`src/common/scra_pkg.sv`:
```
// constants, state layouts and command decode for the charger smbus read/alert slave
// assumes a single 25 MHz clock; scl and sda arrive already synchronous to it
package scra_pkg;

    // clock and timing
    localparam int CLK_HZ             = 25_000_000;
    localparam int RS_HIGH_MAX_US     = 50;
    // longest time: rounds down
    localparam int RS_HIGH_MAX_CYCLES = (RS_HIGH_MAX_US * CLK_HZ) / 1_000_000;
    localparam int ALERT_MIN_MS       = 6;
    localparam int ALERT_MAX_MS       = 10;
    // least and longest time both round down through CLK_HZ / 1000
    localparam int ALERT_MIN_CYCLES   = (ALERT_MIN_MS * (CLK_HZ / 1000) * 1 + 0);
    localparam int ALERT_MAX_CYCLES   = (ALERT_MAX_MS * (CLK_HZ / 1000));
    localparam int HI_CNT_W           = 11;
    localparam int ALERT_CNT_W        = 18;

    // bus addresses and command codes
    localparam logic [7:0] WR_ADDR           = 8'h12;
    localparam logic [7:0] RD_ADDR           = 8'h13;
    localparam logic [7:0] CMD_MODE          = 8'h12;
    localparam logic [7:0] CMD_STATUS        = 8'h13;
    localparam logic [7:0] CMD_CHG_CURRENT   = 8'h14;
    localparam logic [7:0] CMD_CHG_VOLTAGE   = 8'h15;
    localparam logic [7:0] CMD_INPUT_CURRENT = 8'h3f;

    // status word layout
    localparam logic [15:0] STATUS_RESET  = 16'h0000;
    localparam int          OC_CHARGE     = 0;
    localparam int          OC_ADAPTER    = 1;
    localparam int          STATUS_OC_BIT [2] = '{4, 5};
    localparam logic [2:0]  BIT_LAST      = 3'h7;

    typedef enum logic [2:0] {
        ST_IDLE    = 3'h0,
        ST_ADDR    = 3'h1,
        ST_ACK     = 3'h3,
        ST_CMD     = 3'h2,
        ST_WAIT_RS = 3'h6,
        ST_TX      = 3'h7,
        ST_HACK    = 3'h5,
        ST_IGNORE  = 3'h4
    } scra_phase_type;

    typedef struct packed {
        scra_phase_type        phase;
        scra_phase_type        ack_tgt;
        logic                  do_ack;
        logic                  ack_half;
        logic [7:0]            shreg;
        logic [2:0]            bitcnt;
        logic [7:0]            cmd;
        logic                  cmd_valid;
        logic                  rs_pending;
        logic                  hi_byte;
        logic                  host_ack;
        logic [15:0]           tx_word;
        logic                  drive;
        logic                  scl_d;
        logic                  sda_d;
        logic [HI_CNT_W-1:0]   hi_cnt;
        logic [1:0]            oc_flag;
        logic [15:0]           status;
        logic                  read_clear;
    } scra_slave_type;

    typedef struct packed {
        logic                   counting;
        logic [ALERT_CNT_W-1:0] cnt;
        logic                   alert;
    } scra_alert_type;

    function automatic logic cmd_is_valid(input logic [7:0] code);
        case (code)
            CMD_MODE, CMD_STATUS, CMD_CHG_CURRENT,
            CMD_CHG_VOLTAGE, CMD_INPUT_CURRENT: cmd_is_valid = 1'b1;
            default:                            cmd_is_valid = 1'b0;
        endcase
    endfunction

endpackage

```
`src/core/scra_slave.sv`:
```
// smbus word-read slave of a charger with overcurrent latches and status alert
// assumes scl_in/sda_in synchronous to clk; the sda wire is resolved outside from sda_oe_n
// Contract
// - read address acked only after repeated start with scl high under 50 us
// - after read address ack, send two bytes of the selected register
// - any start or stop aborts the transfer in progress at once
// - a lost host sends stop; the slave then returns to idle
// - while idle, all line activity is ignored until a start
// - address bytes other than own write/read address are not acked
// - reserved command code is nacked and not kept
// - reads need a valid command; data returned is that register
// - any status bit change raises the alert output
// - charge overcurrent bit latched and frozen until status is read
// - adapter overcurrent bit latched and frozen until status is read
// - own addresses are 0x12 for write and 0x13 for read
// - valid commands 0x12, 0x13, 0x14, 0x15, 0x3f; others reserved
// - alert rises 6 to 10 ms after a status bit toggles
`timescale 1ns/1ns
module scra_slave #(
    parameter int ALERT_DELAY_CYCLES = scra_pkg::ALERT_MIN_CYCLES
) (
    // clock and reset
    input  wire logic        clk,
    input  wire logic        reset,
    // smbus pins
    input  wire logic        scl_in,
    input  wire logic        sda_in,
    output logic             sda_out,
    output logic             sda_oe_n,
    // register contents from the charger core
    input  wire logic [15:0] mode_word,
    input  wire logic [15:0] charge_current_word,
    input  wire logic [15:0] charge_voltage_word,
    input  wire logic [15:0] input_current_word,
    input  wire logic [15:0] status_raw,
    // overcurrent detectors
    input  wire logic        charge_overcurrent_detect,
    input  wire logic        adapter_overcurrent_detect,
    // status and alert
    output logic [15:0]      status_word,
    output logic             alert
);

    scra_pkg::scra_slave_type r_reg;
    scra_pkg::scra_slave_type r_next;

    logic       start_evt;
    logic       stop_evt;
    logic       scl_rise;
    logic       scl_fall;
    logic [7:0] rx_byte;
    logic [1:0] oc_detect;
    logic       status_change;

    function automatic logic [15:0] reg_select(input logic [7:0] code);
        case (code)
            scra_pkg::CMD_MODE:          reg_select = mode_word;
            scra_pkg::CMD_STATUS:        reg_select = r_reg.status;
            scra_pkg::CMD_CHG_CURRENT:   reg_select = charge_current_word;
            scra_pkg::CMD_CHG_VOLTAGE:   reg_select = charge_voltage_word;
            scra_pkg::CMD_INPUT_CURRENT: reg_select = input_current_word;
            default:                     reg_select = 16'h0000;
        endcase
    endfunction

    // sda only changes while scl is low, except for start and stop
    assign start_evt = r_reg.scl_d && scl_in && r_reg.sda_d && !sda_in;
    assign stop_evt  = r_reg.scl_d && scl_in && !r_reg.sda_d && sda_in;
    assign scl_rise  = !r_reg.scl_d && scl_in;
    assign scl_fall  = r_reg.scl_d && !scl_in;
    assign rx_byte   = {r_reg.shreg[6:0], sda_in};
    assign oc_detect = {adapter_overcurrent_detect, charge_overcurrent_detect};

    always_comb begin
        r_next            = r_reg;
        r_next.scl_d      = scl_in;
        r_next.sda_d      = sda_in;
        r_next.read_clear = 1'b0;

        if (scl_in) begin
            if (r_reg.hi_cnt != '1) begin
                r_next.hi_cnt = r_reg.hi_cnt + 1'b1;
            end
        end else begin
            r_next.hi_cnt = '0;
        end

        if (stop_evt) begin
            r_next.phase     = scra_pkg::ST_IDLE;
            r_next.drive     = 1'b0;
            r_next.cmd_valid = 1'b0;
            r_next.rs_pending = 1'b0;
        end else if (start_evt) begin
            // repeated start qualified by scl high time
            r_next.rs_pending = (r_reg.phase == scra_pkg::ST_WAIT_RS) && r_reg.cmd_valid
                && (r_reg.hi_cnt < scra_pkg::HI_CNT_W'(scra_pkg::RS_HIGH_MAX_CYCLES));
            if (!r_next.rs_pending) begin
                r_next.cmd_valid = 1'b0;
            end
            r_next.phase   = scra_pkg::ST_ADDR;
            r_next.drive   = 1'b0;
            r_next.bitcnt  = '0;
            r_next.hi_byte = 1'b0;
        end else begin
            case (r_reg.phase)
                scra_pkg::ST_IDLE: begin
                    r_next.drive = 1'b0;
                end
                scra_pkg::ST_ADDR: begin
                    if (scl_rise) begin
                        r_next.shreg  = rx_byte;
                        r_next.bitcnt = r_reg.bitcnt + 1'b1;
                        if (r_reg.bitcnt == scra_pkg::BIT_LAST) begin
                            r_next.phase    = scra_pkg::ST_ACK;
                            r_next.ack_half = 1'b0;
                            if (rx_byte == scra_pkg::WR_ADDR) begin
                                r_next.do_ack     = 1'b1;
                                r_next.ack_tgt    = scra_pkg::ST_CMD;
                                r_next.cmd_valid  = 1'b0;
                                r_next.rs_pending = 1'b0;
                            end else if (rx_byte == scra_pkg::RD_ADDR && r_reg.rs_pending) begin
                                r_next.do_ack  = 1'b1;
                                r_next.ack_tgt = scra_pkg::ST_TX;
                                r_next.tx_word = reg_select(r_reg.cmd);
                            end else begin
                                r_next.do_ack  = 1'b0;
                                r_next.ack_tgt = scra_pkg::ST_IGNORE;
                            end
                        end
                    end
                end
                scra_pkg::ST_CMD: begin
                    if (scl_rise) begin
                        r_next.shreg  = rx_byte;
                        r_next.bitcnt = r_reg.bitcnt + 1'b1;
                        if (r_reg.bitcnt == scra_pkg::BIT_LAST) begin
                            r_next.phase     = scra_pkg::ST_ACK;
                            r_next.ack_half  = 1'b0;
                            r_next.do_ack    = scra_pkg::cmd_is_valid(rx_byte);
                            r_next.cmd_valid = r_next.do_ack;
                            r_next.ack_tgt   = r_next.do_ack ? scra_pkg::ST_WAIT_RS
                                                             : scra_pkg::ST_IGNORE;
                            if (r_next.do_ack) begin
                                r_next.cmd = rx_byte;
                            end
                        end
                    end
                end
                scra_pkg::ST_ACK: begin
                    if (scl_fall) begin
                        if (!r_reg.ack_half) begin
                            r_next.ack_half = 1'b1;
                            r_next.drive    = r_reg.do_ack;
                        end else if (r_reg.do_ack && r_reg.ack_tgt == scra_pkg::ST_TX) begin
                            r_next.phase  = scra_pkg::ST_TX;
                            r_next.shreg  = r_reg.tx_word[7:0];
                            r_next.drive  = !r_reg.tx_word[7];
                            r_next.bitcnt = '0;
                        end else begin
                            r_next.phase  = r_reg.do_ack ? r_reg.ack_tgt : scra_pkg::ST_IGNORE;
                            r_next.drive  = 1'b0;
                            r_next.bitcnt = '0;
                        end
                    end
                end
                scra_pkg::ST_TX: begin
                    if (scl_fall) begin
                        if (r_reg.bitcnt == scra_pkg::BIT_LAST) begin
                            r_next.drive    = 1'b0;
                            r_next.phase    = scra_pkg::ST_HACK;
                            r_next.host_ack = 1'b0;
                        end else begin
                            r_next.shreg  = {r_reg.shreg[6:0], 1'b0};
                            r_next.drive  = !r_reg.shreg[6];
                            r_next.bitcnt = r_reg.bitcnt + 1'b1;
                        end
                    end
                end
                scra_pkg::ST_HACK: begin
                    if (scl_rise) begin
                        r_next.host_ack = !sda_in;
                        if (r_reg.hi_byte) begin
                            // second byte shipped: a status read releases the latches
                            r_next.phase      = scra_pkg::ST_IGNORE;
                            r_next.read_clear = (r_reg.cmd == scra_pkg::CMD_STATUS);
                        end
                    end else if (scl_fall) begin
                        if (r_reg.host_ack && !r_reg.hi_byte) begin
                            r_next.hi_byte = 1'b1;
                            r_next.phase   = scra_pkg::ST_TX;
                            r_next.shreg   = r_reg.tx_word[15:8];
                            r_next.drive   = !r_reg.tx_word[15];
                            r_next.bitcnt  = '0;
                        end else begin
                            r_next.phase = scra_pkg::ST_IGNORE;
                        end
                    end
                end
                scra_pkg::ST_WAIT_RS, scra_pkg::ST_IGNORE: begin
                    r_next.drive = 1'b0;
                end
                default: begin
                    r_next.phase = scra_pkg::ST_IDLE;
                    r_next.drive = 1'b0;
                end
            endcase
        end

        // latch and freeze; a detection beats a same-cycle clear
        for (int i = 0; i < 2; i++) begin
            r_next.oc_flag[i] = oc_detect[i] || (r_reg.oc_flag[i] && !r_reg.read_clear);
        end
        r_next.status = status_raw;
        for (int i = 0; i < 2; i++) begin
            r_next.status[scra_pkg::STATUS_OC_BIT[i]] = r_reg.oc_flag[i];
        end
    end

    always_ff @(posedge clk) begin
        if (reset) begin
            r_reg        <= '0;
            r_reg.phase  <= scra_pkg::ST_IDLE;
            r_reg.scl_d  <= 1'b1;
            r_reg.sda_d  <= 1'b1;
            r_reg.status <= scra_pkg::STATUS_RESET;
        end else begin
            r_reg <= r_next;
        end
    end

    // any toggle of the status word
    assign status_change = (r_next.status != r_reg.status);

    scra_alert_timer #(
        .DELAY_CYCLES (ALERT_DELAY_CYCLES)
    ) u_alert (
        .clk    (clk),
        .reset  (reset),
        .change (status_change),
        .clear  (r_reg.read_clear),
        .alert  (alert)
    );

    assign sda_out     = 1'b0;
    assign sda_oe_n    = !r_reg.drive;
    assign status_word = r_reg.status;
endmodule

```
`src/core/scra_alert_timer.sv`:
```
// delays a status change by a fixed count before raising the alert level
// assumes change and clear are one-cycle pulses from the slave in the same clock domain
`timescale 1ns/1ns
module scra_alert_timer #(
    parameter int DELAY_CYCLES = scra_pkg::ALERT_MIN_CYCLES
) (
    // clock and reset
    input  wire logic clk,
    input  wire logic reset,
    // events
    input  wire logic change,
    input  wire logic clear,
    // alert level
    output logic      alert
);

    scra_pkg::scra_alert_type r_reg;
    scra_pkg::scra_alert_type r_next;

    localparam logic [scra_pkg::ALERT_CNT_W-1:0] CNT_LAST =
        scra_pkg::ALERT_CNT_W'(DELAY_CYCLES - 1);

    always_comb begin
        r_next = r_reg;
        if (clear) begin
            r_next.alert = 1'b0;
        end
        if (r_reg.counting) begin
            if (r_reg.cnt == CNT_LAST) begin
                r_next.counting = 1'b0;
                r_next.alert    = 1'b1;
            end else begin
                r_next.cnt = r_reg.cnt + 1'b1;
            end
        end else if (change && !r_next.alert) begin
            r_next.counting = 1'b1;
            r_next.cnt      = '0;
        end
    end

    always_ff @(posedge clk) begin
        if (reset) begin
            r_reg <= '0;
        end else begin
            r_reg <= r_next;
        end
    end

    assign alert = r_reg.alert;
endmodule

```
`config.mk`:
```
export PLATFORM = sky130hd
export DESIGN_NAME = scra_slave
export DESIGN_NICKNAME = d
export VERILOG_FILES = /design/src/common/scra_pkg.sv /design/src/core/scra_slave.sv /design/src/core/scra_alert_timer.sv
export SDC_FILE = /design/constraint.sdc
export NUM_CORES = 1
export LEC_CHECK = 0
export BUFFER_PORTS_ARGS = -buffer_cell sky130_fd_sc_hd__buf_2
export CORE_UTILIZATION = 44
export CTS_CLUSTER_SIZE = 25
export DETAILED_ROUTE_END_ITERATION = 12
export GPL_ROUTABILITY_DRIVEN = 0
export GPL_TIMING_DRIVEN = 0
export PLACE_DENSITY = 0.64
export SYNTH_ARGS = -nofsm -noshare
export SYNTH_HDL_FRONTEND = slang
export SYNTH_SLANG_ARGS = --single-unit
```
`constraint.sdc`:
```
create_clock -name clk -period 5.4 [get_ports clk]
set_clock_uncertainty 0.15 [all_clocks]
set_input_delay 0.81 -clock clk [delete_from_list [all_inputs] [get_ports clk]]
set_output_delay 0.81 -clock clk [all_outputs]
set_load 0.01 [all_outputs]
```
* Yosys cells after proc, flatten, opt, wreduce, memory -nomap -nowiden
Index checks and enable logic that the tools add are counted. Widths: inputs -> output; s select.
Cells by class: equality and inequality tests 56, reduce and logical (&&, ||, !) cells 64, $add $sub $neg 3, magnitude comparators 1, bitwise gates (word level) 7, mux-type cells 71
Operator list (count):
- $pmux 16 s5 | 1
- $eq 8x5->1 const B | 8
- $mux 19 | 3
- $mux 10 | 5
- $pmux 10 s5 | 1
- $ne 3x3->1 const B | 15
- $mux 3 | 12
- $ne 2x2->1 const B | 17
- $reduce_and 11->1 | 3
- $mux 8 | 4
- $mux 1 | 28
- $mux 28 | 1
- $reduce_and 7->1 | 3
- $reduce_bool 2->1 | 10
- $add 18x1->18 const B | 1
- $eq 18x18->1 const B | 1
- $eq 3x3->1 const B | 6
- $mux 18 | 1
- $reduce_and 6->1 | 3
- $eq 8x6->1 const B | 2
- $ne 16x16->1 | 1
- $logic_and 1x1->1 | 15
- $pmux 3 s5 | 1
- $reduce_and 13->1 | 1
- other kinds (32) | 59
Storage, ports and cells: output and inout bits 19, bits in registers 99, input port bits 86

* Longest topological paths before layout
depth after elaboration 13, gate-level depth with buffers 9, gate-level depth less buffers 7

* Hierarchy
A second synthesis with hierarchy kept.
Unflattened totals: cells, all modules 675, area total of the unflattened synthesis 5713.0 µm²
Modules (own cells, without submodules):
- scra_slave | area each 4648.2 µm², times used 1, cells an instance 550, sequential area each 1561.5 µm²
- scra_alert_timer | area each 1064.8 µm², times used 1, cells an instance 125, sequential area each 400.4 µm²

* Worst setup path after synthesis
OpenSTA, ideal clock, no wires.
kind in2reg, start point input port scl_in, end point register r_reg[67] in the netlist's numbering, cell stages on the path 8, buffers on the path 2, arrival time 2300 ps, data required time 5118 ps, slack 2818 ps, library setup time 132 ps, cell sequence ha_1 buf_2 o21ba_2 o21a_1 o211ai_1 clkbuf_1 or2_0 a21oi_1
Between the ends: word-level cells in the longest chain between the ends 5, elaborated cells between the ends (all ways) 17, classes of those cells 6 x eq/ne; 2 x bitwise; 9 x reduce/logical
Ends and longest elaborated chain:
- from (decl) | line scra_slave.sv:26 | input wire logic scl_in,
- branches (longest 4 deep; another with $ne 2x2->1)
- $reduce_and 13->1 (no line) *
- to (signal assigned) | line scra_slave.sv:227 | r_reg <= r_next;
- to (decl) | line scra_slave.sv:44 | scra_pkg::scra_slave_type r_reg;
Every way passes the cells marked *. A chain may end at the register's enable or synchronous reset.

* Final worst setup path
start point register r_reg[61] in the netlist's numbering, end point register r_reg[45] in the netlist's numbering
Between the ends: word-level cells in the longest chain between the ends 2
Ends and longest elaborated chain:
- $eq 3x3->1 | line scra_slave.sv:113 | if (r_reg.bitcnt == scra_pkg::BIT_LAST) begin
- $reduce_and 7->1 (no line)
No other way between the ends.

==> results <==
- The post-synthesis net count is between 700 and 800.
- The synthesized netlist occupies a cell area of about 5600 sq um.
- The via total after detailed routing is 5288.
- The count of clock tree sinks is between 90 and 100.
- The count of mapped cells out of synthesis is about 650.
- The final hold violation count is 0.
- Post-CTS timing repair inserted 0 buffers for setup.
- The fraction of the mapped netlist area in simple logic gates is 25.8%.
- Setup repair after global routing left no endpoint under its margin.
- The headroom to the max-slew limit is 51.9%.
- Of the total synthesized cell area, the portion taken by full adders, half adders and majority gates is 1.55%.
- The worst register-to-register path has a setup slack of 2.61 ns.
- The final number of max-transition violations is 0.
- Across the run, the number of max-cap violations was 0.
- The number of flip-flops under the largest register name is 60.
- In this run, CTS created clock tree buffers numbering 9.
- The path type of the worst min-delay path is flip-flop to flip-flop.
- The smallest hold slack is 0.306 ns.
- The buffer depth of the longest clock path is 2.
- The number of hold-repair buffers added at the cts stage is 0.
- Overall power consumption after layout is estimated at 0.00151 W.
- Setup violations remaining at the end of the flow were counted as 0.
- For the worst-skew pair, the clock arrives at the later sink with an insertion delay of 0.35 ns.
- The via count of the first global-routing pass was 5034.
- The maximum achievable frequency is 0.358 GHz.
- TritonCTS built the clock tree.
- The quantity of gates resized following cts is 0.
- In this run the clock root is driven by a clkbuf_16.
- The floorplan has 41 rows.
- In this run the horizontal extent of the chip is 115 um.
- The pin count of the biggest net entering global routing is 16.
- For this configuration, the core starts out at a cell density of 44.9%.
- The I/O pin count is between 100 and 150.
- The diode insertion count for antenna repair is 0.
- The post-synthesis to final-layout area growth is 17.8%.
- The flow ran to the end, and the final reports show no timing, DRC or antenna violations.
- The number of antenna violations at the first check in global routing was 0.
- At the worst endpoint, the arrival time is 2.85 ns.
- The residual overflow from global routing is 0.
- The area enclosed by the die boundary is 13300 sq um.
- In this run the static leakage power is 2.35 nW.
- In the routed design, unresolved DRC markers number 0.
- After detailed routing, the number of vias per cell comes to about 5.6.
- The number of flops mapped to enable cells by yosys is 0.
- The fraction of registers with async set/reset is 0%.
- The worst hold path passes through 2 cells.
- The power density relative to cell area is 228 nW/um^2.
- The final HPWL from detailed placement is 12000 um.
- The endpoint required time on the critical path is 5.46 ns.
- The total wire length is 15400 um.
- The post-route antenna net violation count is 0.
- Synthesis inferred 98 register bits.
- Summing the areas of all compound-gate instances in the mapped netlist gives 18.9% of the synthesized area.
- The critical path start-end classification is flip-flop to flip-flop.
- For this run, the register share of the synthesized area comes to 34.8%.
- The category of the worst setup path capture point is a flip-flop.
- Global routing used 24.1% of the available tracks across all layers.
- The wire length of the first global-routing pass is 24600 um.
- After routing, the total negative slack on setup checks comes to 0 ns.
- The clock slew at the register clock pins of the worst setup and hold paths is approximately 0.06 ns.
- The multiplexer fraction of the synthesized cell area is 7.98%.
- The CTS H-tree depth is 3.
- In the final routed layout, each cell accounts on average for 16.3 um.
- The maximum resistive drop on vdd is 130 uV.
- Each instance of the synthesized netlist takes up on average 8.63 sq um.
- Subtracting the final worst setup slack from the clock period gives 2.79 ns.
- The first routing iteration left 245 violations.
- The actual transition at the worst max-transition pin is 0.722 ns.
- The commonest register cell after synthesis is dfxtp_1.
- Of all nets on the critical path, the largest fanout is 10.
- During synthesis, Yosys emitted a total of 0 warnings.
- The parity-gate share of the synthesized area counting xor and xnor cells is 4.50%.
- The post-layout net count is approximately 860.
- In this run, distinct cell masters in the synthesized netlist total 71.
- The number of buffers added on ports is 101.
- The worst setup path is launched from a flip-flop.
- The die is between 100 and 150 um tall.
- After synthesis, the largest family of logic cells by area is simple AND/OR/NAND/NOR gates.
- The pre-antenna-repair detailed-routing pass consisted of 6 iterations.
- Cells with a size suffix above 1 make up a little under a quarter of the layout.
- After layout, the worst path uses around half of the clock period.
- In this run the standard cell core region covers 12600 sq um.
- The number of cells traversed by the worst register-to-register path is 8.
[through the flow]
| stage | instances | worst slack (ns) | cell area, sq um | utilization [%] |
|---|---|---|---|---|
| 5_1_grt | 943 | 2.47 | 6650 | 52.9 |
| 6_report | 943 | 2.61 | 6650 | 52.9 |
| 4_1_cts | 943 | 2.66 | 6650 | 52.9 |
| 3_5_place_dp | 927 | 2.31 | 6370 | 50.7 |
| 2_1_floorplan | 654 | 2.82 | 5650 | - |
| 3_3_place_gp | 927 | 2.32 | 6370 | 50.7 |
[cells by family (layout without fill, tap and decap cells)]
group | count (synthesis) | after routing
AOI/OAI and AO/OA | 143 | 143
adders and majority gates | 7 | 7
muxes | 43 | 43
buffers and inverters | 69 | 186
and+or+nand+nor | 264 | 264
other | 1 | 1
DFF | 98 | 98
xor gates and xnor gates | 29 | 29
[placed cells by master, fill, tap and decap left out, types with 13 or more instances in the layout]
master and n:
buf_2 106, mux2i_1 27, mux2_2 16, nor2_1 40
buf_4 20, nand2_1 64, nor2b_1 23, o21ai_0 13
a221o_1 17, a21oi_1 43, xnor2_1 22, inv_1 14
nor4_1 20, nand2b_1 16, dfxtp_1 98, clkbuf_1 28
nand3_1 21
[final timing paths]
kind | from | end
worst max-delay path | r_reg[61] | r_reg[45]
worst max register to register | r_reg[61] | r_reg[45]
worst min-delay path | r_reg[47] | r_reg[47]
worst min register to register | r_reg[47] | r_reg[47]
[routing by layer]
metal | track usage, % | up-vias | wire length, um
li1 | - | 2611 | -
met1 | 28.5 | 2444 | 6620
met2 | 41.6 | 208 | 7400
met3 | 4.38 | 25 | 940
met4 | 12.3 | 0 | 445
met5 | 0 | - | 0
[critical path, cell delays in order (launching register included)]
cell      delay [ns]
dfxtp_1         0.35
ha_1            0.16
ha_1            0.32
and3b_1         0.24
a21boi_0        0.56
nand3_1         0.37
clkbuf_1        0.30
nand2_1         0.13
a21oi_1         0.06
[where the power goes]
group	internal [W]	switching (W)	leakage, nW
clock	0.000339	0.000277	0.132
sequential	0.000734	0.0000135	0.796
combinational	0.0000717	0.0000777	1.42
[cells in the mapped netlist, types with 16 or more instances]
master	count	area share, %
clkbuf_1	26	1.7
buf_4	20	2.7
nor4_1	20	2.2
a21oi_1	43	3.8
nor2_1	40	2.7
nand3_1	21	1.9
xnor2_1	22	3.4
mux2_2	16	3.2
dfxtp_1	98	35
a221o_1	17	3.0
nand2b_1	16	1.8
mux2i_1	27	4.8
nand2_1	64	4.3
nor2b_1	23	2.5
[area by class of cell]
| type | instances | area [sq um] |
|---|---|---|
| clock buffers | 13 | 260 |
| flip-flops and latches | 98 | 1960 |
| clock inverters | 3 | 23.8 |
| well taps | 172 | 215 |
| fillers | 1189 | 5920 |
| repair buffers | 101 | 505 |
| inverters | 14 | 52.6 |
| plain buffers | 55 | 312 |
| multi-input cells | 487 | 3320 |
No activity file was read; power rests on OpenSTA's default activity.
